### src/inc/fst_defs.vh
// Constants for the free running system tick block.
// Assumes inclusion by the core files only.
`ifndef FST_DEFS_VH
`define FST_DEFS_VH

`define FST_CLK_HZ        50000000
`define FST_XTAL_HZ       24000000
`define FST_TMR_HZ        16000000
`define FST_TICK_W        32
`define FST_TICK_RST      32'h00000000
`define FST_INIT_NS       1000
`define FST_INIT_CYC      ((`FST_INIT_NS * 50 + 999) / 1000)
// Fractional accumulator for a rate from the 50 MHz clock
`define FST_ACC_W         26
// Rates as accumulator increments in Hz, sized to the accumulator
`define FST_CLK_RATE      26'h2FAF080
`define FST_RATE_16       26'h0F42400
`define FST_RATE_24       26'h16E3600
`define FST_RATE_32       26'h1E84800
`define FST_RATE_48       26'h2DC6C00
// System clock selections
`define FST_SEL_W         3
`define FST_SEL_X16       3'h0
`define FST_SEL_X24       3'h1
`define FST_SEL_X32       3'h2
`define FST_SEL_X48       3'h3
`define FST_SEL_R24       3'h4
`define FST_SEL_R32       3'h5
`define FST_SEL_R48       3'h6
`define FST_SEL_RST       3'h1

`endif

### src/core/fst_rate_gen.v
// Fractional rate generator: one-cycle enable pulses at RATE_HZ.
// Assumes RATE_HZ is below the 50 MHz core clock.
`timescale 1ns/100ps
`include "fst_defs.vh"

module fst_rate_gen (
    input  wire                   clk_i,     // Core clock
    input  wire                   sys_rst_i, // Async reset, high
    input  wire                   run_i,     // Allow pulses
    input  wire [`FST_ACC_W-1:0]  rate_i,    // Increment per cycle, Hz
    output reg                    tick_o     // One-cycle enable
);

    reg  [`FST_ACC_W-1:0] acc_q;
    wire [`FST_ACC_W:0]   sum_w;
    localparam [`FST_ACC_W:0] MOD = {1'b0, `FST_CLK_RATE};

    assign sum_w = {1'b0, acc_q} + {1'b0, rate_i};

    always @(posedge clk_i or posedge sys_rst_i) begin
        if (sys_rst_i) begin
            acc_q  <= {`FST_ACC_W{1'b0}};
            tick_o <= 1'b0;
        end else if (!run_i) begin
            acc_q  <= {`FST_ACC_W{1'b0}};
            tick_o <= 1'b0;
        end else if (sum_w >= MOD) begin
            acc_q  <= sum_w[`FST_ACC_W-1:0] - MOD[`FST_ACC_W-1:0];
            tick_o <= 1'b1;
        end else begin
            acc_q  <= sum_w[`FST_ACC_W-1:0];
            tick_o <= 1'b0;
        end
    end

endmodule

### src/core/fst_snap.v
// Coherent snapshot register for the tick count.
// Assumes the count source and the reader share clk_i.
`timescale 1ns/100ps
`include "fst_defs.vh"

module fst_snap (
    input  wire                   clk_i,     // Core clock
    input  wire                   sys_rst_i, // Async reset, high
    input  wire                   rd_i,      // Read strobe
    input  wire [`FST_TICK_W-1:0] cnt_i,     // Live count
    output reg  [`FST_TICK_W-1:0] data_o,    // Held snapshot
    output reg                    vld_o      // Snapshot valid pulse
);

    always @(posedge clk_i or posedge sys_rst_i) begin
        if (sys_rst_i) begin
            data_o <= `FST_TICK_RST;
            vld_o  <= 1'b0;
        end else begin
            vld_o <= rd_i;
            if (rd_i) begin
                data_o <= cnt_i;
            end
        end
    end

endmodule

### src/core/fst_top.v
// Free running 32-bit system tick with system clock selection.
// Assumes one 50 MHz core clock; 16 MHz and system rates are enables.
//
// Notes on behaviour
// Tick rate fixed 16 MHz, crystal times 2/3
// Tick rate independent of system clock choice
// Tick is read only; writes ignored
// Crystal doubled to 48, divided to rates
// RC 24 MHz path offers 24/32/48 rates
// 32-bit tick adds one per tick clock
// Tick wraps from all ones to zero
// Tick is zero when counting begins
// Counting starts once initialisation completes
// Tick never stalls while running
// Software subtracts ticks unsigned, 32 bit
// Software limits single intervals below 268 s
// Software prefers crystal system clock
// Reads return one coherent 32-bit snapshot
`timescale 1ns/100ps
`include "fst_defs.vh"

module fst_top (
    input  wire                   clk_i,       // Core clock, 50 MHz
    input  wire                   sys_rst_i,   // Async reset, high
    input  wire                   init_done_i, // System initialisation done
    input  wire [`FST_SEL_W-1:0]  clk_sel_i,   // System clock selection
    input  wire                   clk_sel_we_i,// Load clk_sel_i
    input  wire                   rd_i,        // Tick read strobe
    input  wire                   wr_i,        // Tick write strobe, ignored
    input  wire [`FST_TICK_W-1:0] wdata_i,     // Write data, ignored
    output reg  [`FST_TICK_W-1:0] tick_o,      // Read data snapshot
    output reg                    tick_vld_o,  // Read data valid pulse
    output reg                    running_o,   // Tick is counting
    output reg                    sys_en_o,    // System clock enable pulse
    output reg                    sys_rc_o,    // System clock from RC path
    output reg  [`FST_SEL_W-1:0]  clk_sel_o    // Active selection
);

    ////////////////////////////////////////////////////////////////////////
    // Start sequencing
    localparam [2:0] ST_RESET = 3'b001;
    localparam [2:0] ST_WAIT  = 3'b010;
    localparam [2:0] ST_RUN   = 3'b100;

    reg [2:0] state_q;
    reg [2:0] state_d;
    reg [7:0] dly_q;
    reg [7:0] dly_d;
    localparam integer INIT_CYC_I = `FST_INIT_CYC;
    localparam [7:0]   INIT_CYC   = INIT_CYC_I[7:0];

    always @* begin
        state_d = state_q;
        case (state_q)
            ST_RESET: begin
                if (init_done_i) begin
                    state_d = ST_WAIT;
                end
            end
            ST_WAIT: begin
                if (dly_q == INIT_CYC) begin
                    state_d = ST_RUN;
                end
            end
            ST_RUN: begin
                state_d = ST_RUN;
            end
            default: begin
                state_d = ST_RESET;
            end
        endcase
    end

    // Settle delay counts only while waiting, then saturates
    always @* begin
        dly_d = dly_q;
        if (state_q == ST_WAIT && dly_q != INIT_CYC) begin
            dly_d = dly_q + 8'h01;
        end
    end

    always @(posedge clk_i or posedge sys_rst_i) begin
        if (sys_rst_i) begin
            state_q <= ST_RESET;
            dly_q   <= 8'h00;
        end else begin
            state_q <= state_d;
            dly_q   <= dly_d;
        end
    end

    wire run_w = (state_q == ST_RUN);

    ////////////////////////////////////////////////////////////////////////
    // Tick clock: fixed 16 MHz from crystal, never from clk_sel
    localparam [`FST_ACC_W-1:0] TMR_RATE = `FST_RATE_16;
    wire tmr_en_w;

    fst_rate_gen u_tmr_rate (
        .clk_i     (clk_i),
        .sys_rst_i (sys_rst_i),
        .run_i     (run_w),
        .rate_i    (TMR_RATE),
        .tick_o    (tmr_en_w)
    );

    ////////////////////////////////////////////////////////////////////////
    // Tick counter
    reg [`FST_TICK_W-1:0] cnt_q;
    reg [`FST_TICK_W-1:0] cnt_d;

    // Held at zero until running, then one per tick enable
    always @* begin
        cnt_d = cnt_q;
        if (!run_w) begin
            cnt_d = `FST_TICK_RST;
        end else if (tmr_en_w) begin
            cnt_d = cnt_q + 32'h00000001;
        end
    end

    always @(posedge clk_i or posedge sys_rst_i) begin
        if (sys_rst_i) begin
            cnt_q <= `FST_TICK_RST;
        end else begin
            cnt_q <= cnt_d;
        end
    end

    // Write port has no path into cnt_q
    wire unused_wr_w = wr_i | (|wdata_i);

    wire [`FST_TICK_W-1:0] snap_w;
    wire                   snap_vld_w;

    fst_snap u_snap (
        .clk_i     (clk_i),
        .sys_rst_i (sys_rst_i),
        .rd_i      (rd_i),
        .cnt_i     (cnt_q),
        .data_o    (snap_w),
        .vld_o     (snap_vld_w)
    );

    always @(posedge clk_i or posedge sys_rst_i) begin
        if (sys_rst_i) begin
            tick_o     <= `FST_TICK_RST;
            tick_vld_o <= 1'b0;
            running_o  <= 1'b0;
        end else begin
            tick_o     <= snap_w;
            tick_vld_o <= snap_vld_w;
            running_o  <= run_w;
        end
    end

    ////////////////////////////////////////////////////////////////////////
    // System clock selection
    reg [`FST_SEL_W-1:0]   sel_q;
    reg [`FST_SEL_W-1:0]   sel_d;
    reg                    sel_ok;
    reg [`FST_ACC_W-1:0]   sys_rate;
    reg                    sys_rc;

    // Unused code refused, so the system enable never stops
    always @* begin
        sel_ok = 1'b0;
        case (clk_sel_i)
            `FST_SEL_X16: sel_ok = 1'b1;
            `FST_SEL_X24: sel_ok = 1'b1;
            `FST_SEL_X32: sel_ok = 1'b1;
            `FST_SEL_X48: sel_ok = 1'b1;
            `FST_SEL_R24: sel_ok = 1'b1;
            `FST_SEL_R32: sel_ok = 1'b1;
            `FST_SEL_R48: sel_ok = 1'b1;
            default:      sel_ok = 1'b0;
        endcase
    end

    always @* begin
        sel_d = sel_q;
        if (clk_sel_we_i && sel_ok) begin
            sel_d = clk_sel_i;
        end
    end

    always @(posedge clk_i or posedge sys_rst_i) begin
        if (sys_rst_i) begin
            sel_q <= `FST_SEL_RST;
        end else begin
            sel_q <= sel_d;
        end
    end

    // Crystal: 24 MHz doubled, divided by 3, 2, 1.5, 1
    always @* begin
        sys_rc   = 1'b0;
        sys_rate = `FST_RATE_24;
        case (sel_q)
            `FST_SEL_X16: begin
                sys_rc   = 1'b0;
                sys_rate = `FST_RATE_16;
            end
            `FST_SEL_X24: begin
                sys_rc   = 1'b0;
                sys_rate = `FST_RATE_24;
            end
            `FST_SEL_X32: begin
                sys_rc   = 1'b0;
                sys_rate = `FST_RATE_32;
            end
            `FST_SEL_X48: begin
                sys_rc   = 1'b0;
                sys_rate = `FST_RATE_48;
            end
            `FST_SEL_R24: begin
                sys_rc   = 1'b1;
                sys_rate = `FST_RATE_24;
            end
            `FST_SEL_R32: begin
                sys_rc   = 1'b1;
                sys_rate = `FST_RATE_32;
            end
            `FST_SEL_R48: begin
                sys_rc   = 1'b1;
                sys_rate = `FST_RATE_48;
            end
            default: begin
                sys_rc   = 1'b0;
                sys_rate = `FST_RATE_24;
            end
        endcase
    end

    wire sys_en_w;

    fst_rate_gen u_sys_rate (
        .clk_i     (clk_i),
        .sys_rst_i (sys_rst_i),
        .run_i     (1'b1),
        .rate_i    (sys_rate),
        .tick_o    (sys_en_w)
    );

    always @(posedge clk_i or posedge sys_rst_i) begin
        if (sys_rst_i) begin
            sys_en_o  <= 1'b0;
            sys_rc_o  <= 1'b0;
            clk_sel_o <= `FST_SEL_RST;
        end else begin
            sys_en_o  <= sys_en_w;
            sys_rc_o  <= sys_rc;
            clk_sel_o <= sel_q;
        end
    end

endmodule

### config.mk
export PLATFORM = sky130hd
export DESIGN_NAME = fst_top
export DESIGN_NICKNAME = d
export VERILOG_FILES = /design/src/core/fst_rate_gen.v /design/src/core/fst_snap.v /design/src/core/fst_top.v
export VERILOG_INCLUDE_DIRS = /design/src /design/src/inc
export SDC_FILE = /design/constraint.sdc
export NUM_CORES = 1
export LEC_CHECK = 0
export ABC_CLOCK_PERIOD_IN_PS = 5000
export BUFFER_PORTS_ARGS = -buffer_cell sky130_fd_sc_hd__clkbuf_2
export CAP_MARGIN = 20
export CELL_PAD_IN_SITES_DETAIL_PLACEMENT = 1
export CELL_PAD_IN_SITES_GLOBAL_PLACEMENT = 1
export CORE_ASPECT_RATIO = 1.2
export CORE_UTILIZATION = 40
export CTS_CLUSTER_SIZE = 14
export DETAILED_ROUTE_END_ITERATION = 8
export GPL_ROUTABILITY_DRIVEN = 0
export PLACE_DENSITY_LB_ADDON = 0.1
export SLEW_MARGIN = 10
export SYNTH_ARGS = -nofsm -noshare
export SYNTH_HDL_FRONTEND = slang
export SYNTH_HIERARCHICAL = 1
export SYNTH_SLANG_ARGS = --single-unit
### constraint.sdc
create_clock -name clk_i -period 5 [get_ports clk_i]
set_clock_uncertainty 0.2 [all_clocks]
set_input_delay 0.5 -clock clk_i [delete_from_list [all_inputs] [get_ports clk_i]]
set_output_delay 0.5 -clock clk_i [all_outputs]
set_load 0.03 [all_outputs]
After elaboration in Yosys (flattened, before gate mapping)
Cells that the tools add are included.

Flip-flop bits (word level): 172. Input port bits: 41. Output and inout bits: 39. Logic and storage cells: 66.

Add/sub/neg operators: 6. Magnitude comparators: 2. Equal/unequal tests: 19. Muxes and demuxes: 14. Reduce and logical (&&, ||, !) cells: 9.

Operators with widths (count): 26-bit two-way mux (3); 26-bit one-hot mux with 3 select lines (1); 32-bit two-way mux (2); 27-bit by 26-bit greater-or-equal comparator with 1-bit output, second input constant (2); 26-bit subtractor, second input constant (2); 32-bit by 1-bit adder with 32-bit output, second input constant (1); 26-bit by 24-bit adder with 27-bit output, second input constant (1); 26-bit by 26-bit adder with 27-bit output (1); 3-bit == test, second input constant (7); 3-bit by 2-bit == test with 1-bit output, second input constant (5); 3-bit one-hot mux with 3 select lines (1); 8-bit by 1-bit adder with 8-bit output, second input constant (1); 8-bit by 6-bit == test with 1-bit output, second input constant (1); 8-bit by 6-bit != test with 1-bit output, second input constant (1); 7-bit OR reduction (1); 3-bit by 1-bit == test with 1-bit output, second input constant (2); 3-bit zero test (2); 3-bit two-way mux (2); 1-bit two-way mux (5); 2-bit != test, second input constant (2); 2-bit OR reduction (2); 3-bit OR reduction (1); 1-bit logical AND (2); 2-bit by 1-bit != test with 1-bit output, second input constant (1); 2-bit AND reduction (1).

Longest topological paths before layout
Gate-level depths: netlist of the first run.

Depth after elaboration: 6. Mapped depth: 19. Mapped depth without buffers: 17.

Modules after synthesis
Netlist of the first run, hierarchy kept.

By module, submodules not included: fst_top (times used 1, cells an instance 307, area an instance 3489.6 sq um, sequential area each 2130.8 sq um); fst_rate_gen (u_sys_rate) (times used 1, cells an instance 366, area an instance 3021.6 sq um, sequential area each 675.6 sq um); fst_rate_gen (u_tmr_rate) (times used 1, cells an instance 348, area an instance 2866.5 sq um, sequential area each 675.6 sq um); fst_snap (times used 1, cells an instance 70, area an instance 1373.8 sq um, sequential area each 825.8 sq um).

Worst setup path after synthesis of the first run
Ideal clock, no wire load.

Path kind: register to register. Start point: register sel_q[0]. End point: register u_sys_rate.acc_q[14]. Setup time: 120 ps. Arrival: 3718 ps. Required time: 4680 ps. Slack: 962 ps. Cell stages (with the launch flop): 17. Path buffers: 1. Period minus slack after synthesis: 4038 ps. Cells stage by stage: dfstp_2 nor2_1 a21oi_1 nand2_1 ha_1 buf_2 a21o_1 a31oi_1 o221a_2 o21a_1 o211ai_1 nand4bb_4 nor4b_4 o2111ai_2 a21oi_1 a21oi_1 a31o_2.

Word-level cells in the longest chain between the ends: 6. Elaborated cells between the ends (all ways): 12. Those cells by class: 2 x add/sub; 1 x order compare; 4 x eq/ne; 2 x mux; 3 x reduce/logical.

Ends and longest elaborated chain: from (decl) (RTL line fst_top.v:159) `` reg [`FST_SEL_W-1:0] sel_q; ``; from (signal assigned) (RTL line fst_top.v:189) `` sel_q <= `FST_SEL_RST; ``; from (signal assigned) (RTL line fst_top.v:191) `sel_q <= sel_d;`; 3-bit == test or 3-bit by 2-bit == test with 1-bit output (tied branches) (RTL line fst_top.v:199) `case (sel_q)`; 2-bit OR reduction (no source line); 26-bit one-hot mux with 3 select lines (*) (RTL line fst_top.v:199); named net sys_rate[10] (RTL line fst_top.v:162) `` reg [`FST_ACC_W-1:0] sys_rate; ``; 26-bit by 26-bit adder with 27-bit output (*) (RTL line fst_rate_gen.v:18) `assign sum_w = {1'b0, acc_q} + {1'b0, rate_i};`; 26-bit subtractor or 27-bit by 26-bit greater-or-equal comparator with 1-bit output (tied branches) (RTL line fst_rate_gen.v:28, fst_rate_gen.v:27); 26-bit two-way mux (*) (RTL line fst_rate_gen.v:27) `end else if (sum_w >= MOD) begin`; to (signal assigned) (RTL line fst_rate_gen.v:22) `` acc_q <= {`FST_ACC_W{1'b0}}; ``; to (signal assigned) (RTL line fst_rate_gen.v:28) `` acc_q <= sum_w[`FST_ACC_W-1:0] - MOD[`FST_ACC_W-1:0]; ``; to (signal assigned) (RTL line fst_rate_gen.v:31) `` acc_q <= sum_w[`FST_ACC_W-1:0]; ``; to (decl) (RTL line fst_rate_gen.v:14) `` reg [`FST_ACC_W-1:0] acc_q; ``.

Mark *: on every way through the listed nets, which the timed path passes. The rest lies on a longest branch. A chain may end at the register's enable or synchronous reset.

Final worst setup path of the first run
Start point: register sel_q[0]. End point: register u_sys_rate.acc_q[22].

Same word-level chain as after synthesis.

==> metrics.txt, run 1 <==
# TYPE chip_impl_metric gauge
chip_impl_info{name="layout_common_cells",value="dfrtp_1, nand2_1, nor2_1, a21oi_1, ha_1"} 1
chip_impl_metric{name="fmax",unit="GHz"} 0.2153
chip_impl_metric{name="die_area",unit="um2"} 27540
chip_impl_metric{name="layout_cell_share_with_drive_strength_beyond_1",unit=""} 0.1684
chip_impl_metric{name="drt_iter0_markers",unit=""} 295
chip_impl_metric{name="period_minus_slack",unit="ns"} 4.644
chip_impl_metric{name="grt_pass1_vias",unit=""} 8879
chip_impl_metric{name="arrival",unit="ns"} 4.75
chip_impl_metric{name="total_power",unit="uW"} 5227
chip_impl_metric{name="n_fill_cell",unit=""} 3048
chip_impl_info{name="critical-path-slowest-cell",value="dfstp_2"} 1
chip_impl_info{name="outcome",value="complete, no violations"} 1
chip_impl_metric{name="postSynthRegisterBits",unit=""} 172
chip_impl_metric{name="h-tree-depth",unit=""} 4
chip_impl_metric{name="vdd_drop_max",unit="mV"} 0.2329
chip_impl_metric{name="maxSlewHeadroom",unit=""} 0.3669
chip_impl_info{name="path_class",value="reg2reg"} 1
chip_impl_metric{name="wire_length_after_detailed_routing",unit="mm"} 27.30
chip_impl_info{name="rsz0062_at_grt",value="false"} 1
chip_impl_info{name="worst_hold_path_type",value="in2reg"} 1
chip_impl_info{name="synthFlopType",value="dfrtp_1"} 1
chip_impl_info{name="layout_commonest_cell",value="dfrtp_1"} 1
chip_impl_metric{name="vias_per_cell",unit=""} 5.592
chip_impl_metric{name="max_stage_delay",unit="ns"} 0.60
chip_impl_metric{name="design.final.nets",unit=""} 1275
chip_impl_metric{name="ctsLongestPathBuffers",unit=""} 2
chip_impl_metric{name="p_leak",unit="uW"} 0.005489
chip_impl_metric{name="via_count",unit=""} 8516
chip_impl_metric{name="area_growth",unit="%"} 11.81
chip_impl_metric{name="wire_length_of_the_first_global_routing_pass",unit="mm"} 45.57
chip_impl_metric{name="grt_antenna_before_repair",unit=""} 0
chip_impl_metric{name="clkLatencyLatePin",unit="ns"} 0.44
chip_impl_info{name="clk_root_buffer_cell",value="clkbuf_16"} 1
chip_impl_metric{name="synth-edff-count",unit=""} 0
chip_impl_metric{name="hold_viol",unit=""} 0
chip_impl_metric{name="synth.yosys.warnings",unit=""} 6
chip_impl_metric{name="drv_cap",unit=""} 0
chip_impl_metric{name="drc_errors",unit=""} 0
chip_impl_metric{name="setup_viol",unit=""} 0
chip_impl_metric{name="synthesis.area_per_instance",unit="um2"} 9.855
chip_impl_metric{name="dp.final_hpwl",unit="mm"} 20.29
chip_impl_metric{name="track_usage",unit=""} 0.2100
chip_impl_metric{name="cts_num_sinks",unit=""} 172
chip_impl_metric{name="cts-buffers-inserted",unit=""} 17
chip_impl_metric{name="hold_path_depth",unit=""} 3
chip_impl_metric{name="detailedRoute.firstPassIterationCount",unit=""} 4
chip_impl_metric{name="drtAntennaViolNets",unit=""} 0
chip_impl_metric{name="routed_wire_length_per_instance",unit="um"} 17.92
chip_impl_metric{name="async_reset_ff_frac",unit=""} 1.000
chip_impl_metric{name="grt_max_degree",unit=""} 47
chip_impl_info{name="kind_of_launch_point_of_the_worst_setup_path",value="flop"} 1
chip_impl_metric{name="sequential_cell_area",unit="um2"} 4308
chip_impl_metric{name="initial_utilization",unit=""} 0.4080
chip_impl_metric{name="syn-instance-count",unit=""} 1091
chip_impl_metric{name="floorplan.rows",unit=""} 65
chip_impl_metric{name="worst_pin_slew",unit="ns"} 0.9410
chip_impl_metric{name="yosysSeqAreaShare",unit=""} 0.4007
chip_impl_metric{name="ff2ff_path_depth",unit=""} 16
chip_impl_info{name="tritoncts",value="yes"} 1
chip_impl_metric{name="floorplan.die.height",unit="um"} 181.6
chip_impl_metric{name="setup-tns-final",unit="ns"} 0
chip_impl_metric{name="cell_area_power_density",unit="nW/um2"} 434.8
chip_impl_metric{name="grt-ovfl-total",unit=""} 0
chip_impl_metric{name="worst_ep_required_time",unit="ns"} 5.11
chip_impl_metric{name="path_clk_slew",unit="ns"} 0.07
chip_impl_metric{name="num_io_pins",unit=""} 80
chip_impl_metric{name="die_x",unit="um"} 151.7
chip_impl_info{name="cp-end-kind",value="flop"} 1
chip_impl_metric{name="antenna_cells",unit=""} 0
chip_impl_metric{name="post_synth_instance_area",unit="um2"} 10750
chip_impl_metric{name="final-max-slew-violation-count",unit=""} 0
chip_impl_metric{name="post_synth_num_cell_types",unit=""} 103
chip_impl_metric{name="port_buffers",unit=""} 46
chip_impl_metric{name="cp_max_fo",unit=""} 10
chip_impl_metric{name="multi_input_area",unit="um2"} 6202
chip_impl_metric{name="final_min_period_over_clock_period",unit=""} 0.9289
chip_impl_info{name="crit_chain",value="nor2_1 -> a21oi_1 -> buf_4 -> nand2_1 -> ha_1 -> a21o_1 -> a211oi_1 -> nand2_1 -> o21ai_1 -> xnor2_1 -> a41oi_1 -> nor3b_1 -> o2111ai_4 -> and2_1 -> o311ai_1 -> nand2_1"} 1
chip_impl_metric{name="floorplan.core_area",unit="um2"} 26350
chip_impl_info{name="cpMostUsedCell",value="nand2_1"} 1
-- power by group --
group	switching, uW	internal, uW	leakage, uW
Sequential	39.0	1490	0.00233
Clock	649	666	0.000277
Combinational	1450	930	0.00288
-- cells by family after synthesis --
kind of cell,synth area share
flops,0.4007
mux,0.05120
simple gates,0.1912
other cells,0.0006985
fa+ha+maj,0.07006
xor+xnor,0.05132
compound gates,0.1968
buf+inv,0.03805
-- through the flow --
stage	setup WS (ns)	cell area, um2	instances	util	hold slack, ns
after floorplan	0.9619	10900	1130	-	0.1312
after global placement	0.1859	11400	1490	0.4328	0.1332
after detailed placement	0.1014	11400	1490	0.4328	0.1410
after CTS	0.08739	12000	1523	0.4555	0.05988
after global routing	0.06643	12020	1523	0.4562	0.07142
final	0.3556	12020	1523	0.4562	0.07547
-- Yosys cell counts (10+ instances only) --
cell type / n / area share
xor2_1: 21 / 0.017
nor3_1: 18 / 0.0084
nand2_1: 90 / 0.031
and2_1: 19 / 0.011
and3_1: 11 / 0.0064
o21ai_0: 43 / 0.020
mux2_4: 31 / 0.043
o21a_1: 11 / 0.0077
or4_1: 13 / 0.0091
or3_1: 15 / 0.0087
o211ai_1: 13 / 0.0091
a21oi_1: 84 / 0.039
a31oi_1: 12 / 0.0070
nand4_1: 21 / 0.012
nor2_1: 88 / 0.031
nand3_1: 34 / 0.016
o31ai_1: 19 / 0.013
xnor2_1: 42 / 0.034
nor4_1: 10 / 0.0058
ha_1: 57 / 0.066
inv_1: 37 / 0.013
dfrtp_1: 169 / 0.39
clkbuf_1: 14 / 0.0049
a21o_1: 20 / 0.014
-- flip-flops by register name (all words and copies together) (netlist names), 3 cells and up --
register / cells
state_q: 3
dly_q: 8
u_tmr_rate/acc_q: 26
u_snap/data_o: 32
sel_q: 3
clk_sel_o: 3
tick_o: 32
u_sys_rate/acc_q: 26
cnt_q: 32
-- timing repair --
item / CTS / global route
hold endpoints to repair: 36 / 0
resized for setup: 0 / 3
endpoints found under the setup margin: 0 / 10
hold buffers: 1 / 0
setup buffers: 0 / 0
-- area by class of cell --
cell class / count / share of cell area
Multi-Input combinational cell: 883 / 0.5159
Clock buffer: 17 / 0.03539
Clock inverter: 15 / 0.01343
Tap cell: 335 / 0.03487
Sequential cell: 172 / 0.3583
Inverter: 38 / 0.01207
Timing Repair Buffer: 63 / 0.02998
-- metal layers --
| metal | vias up | track usage | share of wire |
|---|---|---|---|
| met3 | 26 | 0.02739 | 0.019 |
| li1 | 4130 | - | - |
| met5 | - | 0 | 0 |
| met1 | 4277 | 0.2616 | 0.44 |
| met4 | 0 | 0.05782 | 0.014 |
| met2 | 83 | 0.3742 | 0.52 |
-- path summary, 6_finish.rpt --
check	start	endpoint	slack [ns]
max in group asynchronous	sys_rst_i	dly_q[5]	3.07
setup reg to reg	sel_q[0]	u_sys_rate/acc_q[22]	0.36
hold reg to reg	u_sys_rate/tick_o	sys_en_o	0.15
setup / recovery	sel_q[0]	u_sys_rate/acc_q[22]	0.36
hold / removal	clk_sel_i[0]	sel_q[0]	0.08
min in group asynchronous	sys_rst_i	tick_o[23]	0.51
-- critical path: cells and delay by family (launching register included) --
kind / cells / cell delay, ns
AO/OA/AOI/OAI: 7 / 1.77
AND/OR/NAND/NOR: 6 / 1.13
flip-flops: 1 / 0.60
adder cells (fa/ha/maj): 1 / 0.40
XOR/XNOR: 1 / 0.25
buffers and inverters: 1 / 0.18
Note: power is estimated with default switching activity, not from simulation.
==> run 2, diff against run 1 <==
CORE_ASPECT_RATIO = 0.9   (was 1.2)
CTS_BUF_LIST = sky130_fd_sc_hd__clkbuf_8 sky130_fd_sc_hd__clkbuf_16   (was unset)
==> run 2 against run 1 <==
Effect of this change: die area barely moved; worst setup slack gained 0.060 ns; flip-flop and latch count did not move; non-clock buffer count fell by 3; utilization up 0.15 points; sequential share of layout area rose by 0.078 points; first-iteration DRC count rose by 34%; highest routed layer unchanged; via count is 0.23% lower; the run now ends with hold timing left; hold slack worse by 0.086 ns; total power fell by 0.61%; register-to-register slack gained 0.06 ns; largest cell class unchanged.
==> metrics.txt, run 2 (synthesis results as in run 1) <==
# TYPE chip_impl_metric gauge
chip_impl_metric{name="multi_input_area",unit="um2"} 6197
chip_impl_metric{name="initial_utilization",unit=""} 0.4103
chip_impl_metric{name="drtAntennaViolNets",unit=""} 0
chip_impl_metric{name="track_usage",unit=""} 0.2080
chip_impl_metric{name="switching_share",unit=""} 0.4106
chip_impl_info{name="critical_path_s_top_delay_family",value="compound AO/OA/AOI/OAI gates"} 1
chip_impl_info{name="biggest_registers_after_layout",value="cnt_q x32, tick_o x32, u_snap/data_o x32"} 1
chip_impl_info{name="tritoncts",value="yes"} 1
chip_impl_info{name="cp-end-kind",value="flop"} 1
chip_impl_metric{name="worst-path-stages",unit=""} 15
chip_impl_metric{name="detailedRoute.firstPassIterationCount",unit=""} 5
chip_impl_metric{name="post-cts-setup-buffers",unit=""} 0
chip_impl_metric{name="grt_antenna_before_repair",unit=""} 0
chip_impl_metric{name="area_growth",unit="%"} 11.57
chip_impl_metric{name="hold_buffers",unit=""} 0
chip_impl_metric{name="maxSlewHeadroom",unit=""} 0.2588
chip_impl_metric{name="path_clk_slew",unit="ns"} 0.07
chip_impl_metric{name="floorplan.rows",unit=""} 56
chip_impl_metric{name="cp_max_fo",unit=""} 10
chip_impl_info{name="clk_root_buffer_cell",value="clkbuf_16"} 1
chip_impl_info{name="failed_checks",value="hold timing"} 1
chip_impl_metric{name="placed_area",unit="um2"} 11400
chip_impl_metric{name="cp_num_buf_inv",unit=""} 0
chip_impl_metric{name="layout_cell_share_with_drive_strength_beyond_1",unit=""} 0.1654
chip_impl_metric{name="drv_cap",unit=""} 0
chip_impl_metric{name="worst_ep_required_time",unit="ns"} 5.12
chip_impl_metric{name="setup_viol",unit=""} 0
chip_impl_metric{name="via_count",unit=""} 8496
chip_impl_metric{name="power.share.clock",unit=""} 0.252
chip_impl_metric{name="wire_length_after_detailed_routing",unit="mm"} 27.46
chip_impl_metric{name="sequential_cell_area",unit="um2"} 4308
chip_impl_info{name="worst_hold_path_type",value="in2async"} 1
chip_impl_metric{name="grt_met1_usage",unit=""} 0.2953
chip_impl_metric{name="combPwrFrac",unit=""} 0.453
chip_impl_metric{name="cts_num_sinks",unit=""} 172
chip_impl_info{name="critical-path-slowest-cell",value="dfstp_2"} 1
chip_impl_metric{name="n_fill_cell",unit=""} 3015
chip_impl_metric{name="design.final.nets",unit=""} 1272
chip_impl_metric{name="fin_area",unit="um2"} 12000
chip_impl_metric{name="grt-ovfl-total",unit=""} 0
chip_impl_info{name="cpMostUsedCell",value="a21oi_1"} 1
chip_impl_info{name="layout_commonest_cell",value="dfrtp_1"} 1
chip_impl_metric{name="setup-tns-final",unit="ns"} 0
chip_impl_metric{name="p_leak",unit="uW"} 0.005477
chip_impl_metric{name="gr-usage-met2",unit=""} 0.3348
chip_impl_metric{name="port_buffers",unit=""} 46
chip_impl_metric{name="cell_area_power_density",unit="nW/um2"} 433.1
chip_impl_metric{name="floorplan.core_area",unit="um2"} 26210
chip_impl_metric{name="worst_pin_slew",unit="ns"} 1.102
chip_impl_info{name="outcome",value="finished, violations left"} 1
chip_impl_metric{name="h-tree-depth",unit=""} 4
chip_impl_metric{name="vdd_drop_max",unit="mV"} 0.4831
chip_impl_metric{name="final_min_period_over_clock_period",unit=""} 0.9169
chip_impl_info{name="rsz0062_at_grt",value="false"} 1
chip_impl_info{name="gr-max-usage-layer",value="met2"} 1
chip_impl_metric{name="dp.final_hpwl",unit="mm"} 20.14
chip_impl_metric{name="routed_wire_length_per_instance",unit="um"} 17.91
chip_impl_metric{name="vias_per_cell",unit=""} 5.542
chip_impl_metric{name="hold_viol",unit=""} 3
chip_impl_metric{name="die_area",unit="um2"} 27540
chip_impl_metric{name="final-max-slew-violation-count",unit=""} 0
chip_impl_metric{name="drt_iter0_markers",unit=""} 394
chip_impl_metric{name="p_int",unit="uW"} 3062
chip_impl_metric{name="max_stage_delay",unit="ns"} 0.61
chip_impl_metric{name="drc_errors",unit=""} 0
chip_impl_metric{name="ctsLongestPathBuffers",unit=""} 2
chip_impl_metric{name="worst-r2r-setup-slack",unit="ns"} 0.42
chip_impl_metric{name="power_frac_seq",unit=""} 0.295
chip_impl_metric{name="floorplan.die.height",unit="um"} 157.5
chip_impl_metric{name="wire_length_of_the_first_global_routing_pass",unit="mm"} 45.54
chip_impl_metric{name="die_x",unit="um"} 174.8
chip_impl_metric{name="ff2ff_path_depth",unit=""} 15
chip_impl_metric{name="fmax",unit="GHz"} 0.2181
chip_impl_metric{name="finish.utilization",unit=""} 0.4577
chip_impl_metric{name="arrival",unit="ns"} 4.71
chip_impl_metric{name="period_minus_slack",unit="ns"} 4.585
chip_impl_info{name="crit_chain",value="nor2_1 -> a21oi_1 -> nand2_1 -> ha_1 -> a21o_1 -> a31oi_1 -> o221a_2 -> o21a_1 -> o211ai_1 -> nand4bb_4 -> nor4b_4 -> o2111ai_4 -> a21oi_1 -> a21oi_1 -> a31o_2"} 1
chip_impl_metric{name="cts-buffers-inserted",unit=""} 17
chip_impl_metric{name="use_met3",unit=""} 0.03116
chip_impl_metric{name="antenna_cells",unit=""} 0
chip_impl_metric{name="postCtsResizedCells",unit=""} 0
chip_impl_metric{name="num_io_pins",unit=""} 80
chip_impl_metric{name="grt_pass1_vias",unit=""} 8552
chip_impl_metric{name="clkLatencyLatePin",unit="ns"} 0.44
chip_impl_info{name="layout_common_cells",value="dfrtp_1, nand2_1, nor2_1, a21oi_1, ha_1"} 1
chip_impl_metric{name="net-switching-power",unit="uW"} 2133
chip_impl_metric{name="grt_max_degree",unit=""} 45
chip_impl_metric{name="finalHoldWorstSlack",unit="ns"} -0.01097
chip_impl_info{name="kind_of_launch_point_of_the_worst_setup_path",value="flop"} 1
chip_impl_info{name="path_class",value="reg2reg"} 1
==> run 2: cell count changes in the layout (fill, tap and decap cells not counted), sizes merged <==
cell,previous run,this run
dlygate4sd3,1,0
inv,42,47
buf,16,14
clkinvlp,3,2
clkinv,8,4
==> run 2: cell type report <==
cell class | instances | area share
multi-input combinational | 883 | 0.5166
sequential | 172 | 0.3591
tap | 348 | 0.03630
clock buffer | 17 | 0.03546
timing repair buffer | 60 | 0.02795
clock inverter | 15 | 0.01241
inverter | 38 | 0.01210
==> run 2: metal layers <==
metal | routed length, um | up-vias
met1 | 13970 | 4263
li1 | - | 4126
met5 | 0 | -
met4 | 212 | 0
met2 | 12650 | 93
met3 | 629 | 14
==> run 2: power groups by stage <==
stage	combinational [uW]	sequential, uW	clock (uW)
6_report	2350	1530	1310
5_1_grt	2610	1540	1400
4_1_cts	2310	1530	1350
3_5_place_dp	2290	1560	0
3_3_place_gp	2270	1560	0
2_1_floorplan	1820	1550	0
==> run 2: path summary, 6_finish.rpt <==
check | startpoint | to
worst max-delay path | sel_q[0] | u_sys_rate/acc_q[14]
worst min-delay path | sys_rst_i | sys_en_o
worst max register to register | sel_q[0] | u_sys_rate/acc_q[14]
worst min register to register | u_snap/vld_o | tick_vld_o
max in group asynchronous | sys_rst_i | tick_o[30]
min in group clk_i | clk_sel_i[0] | sel_q[0]
==> run 2: stage by stage <==
| stage | power (uW) | std cells | worst slack (ns) |
|---|---|---|---|
| final | 5195 | 1533 | 0.4154 |
| after global routing | 5557 | 1533 | 0.02396 |
| after CTS | 5190 | 1533 | 0.1096 |
| after detailed placement | 3848 | 1501 | 0.1285 |
| after global placement | 3826 | 1501 | 0.1982 |
| after floorplan | 3372 | 1130 | 0.9619 |
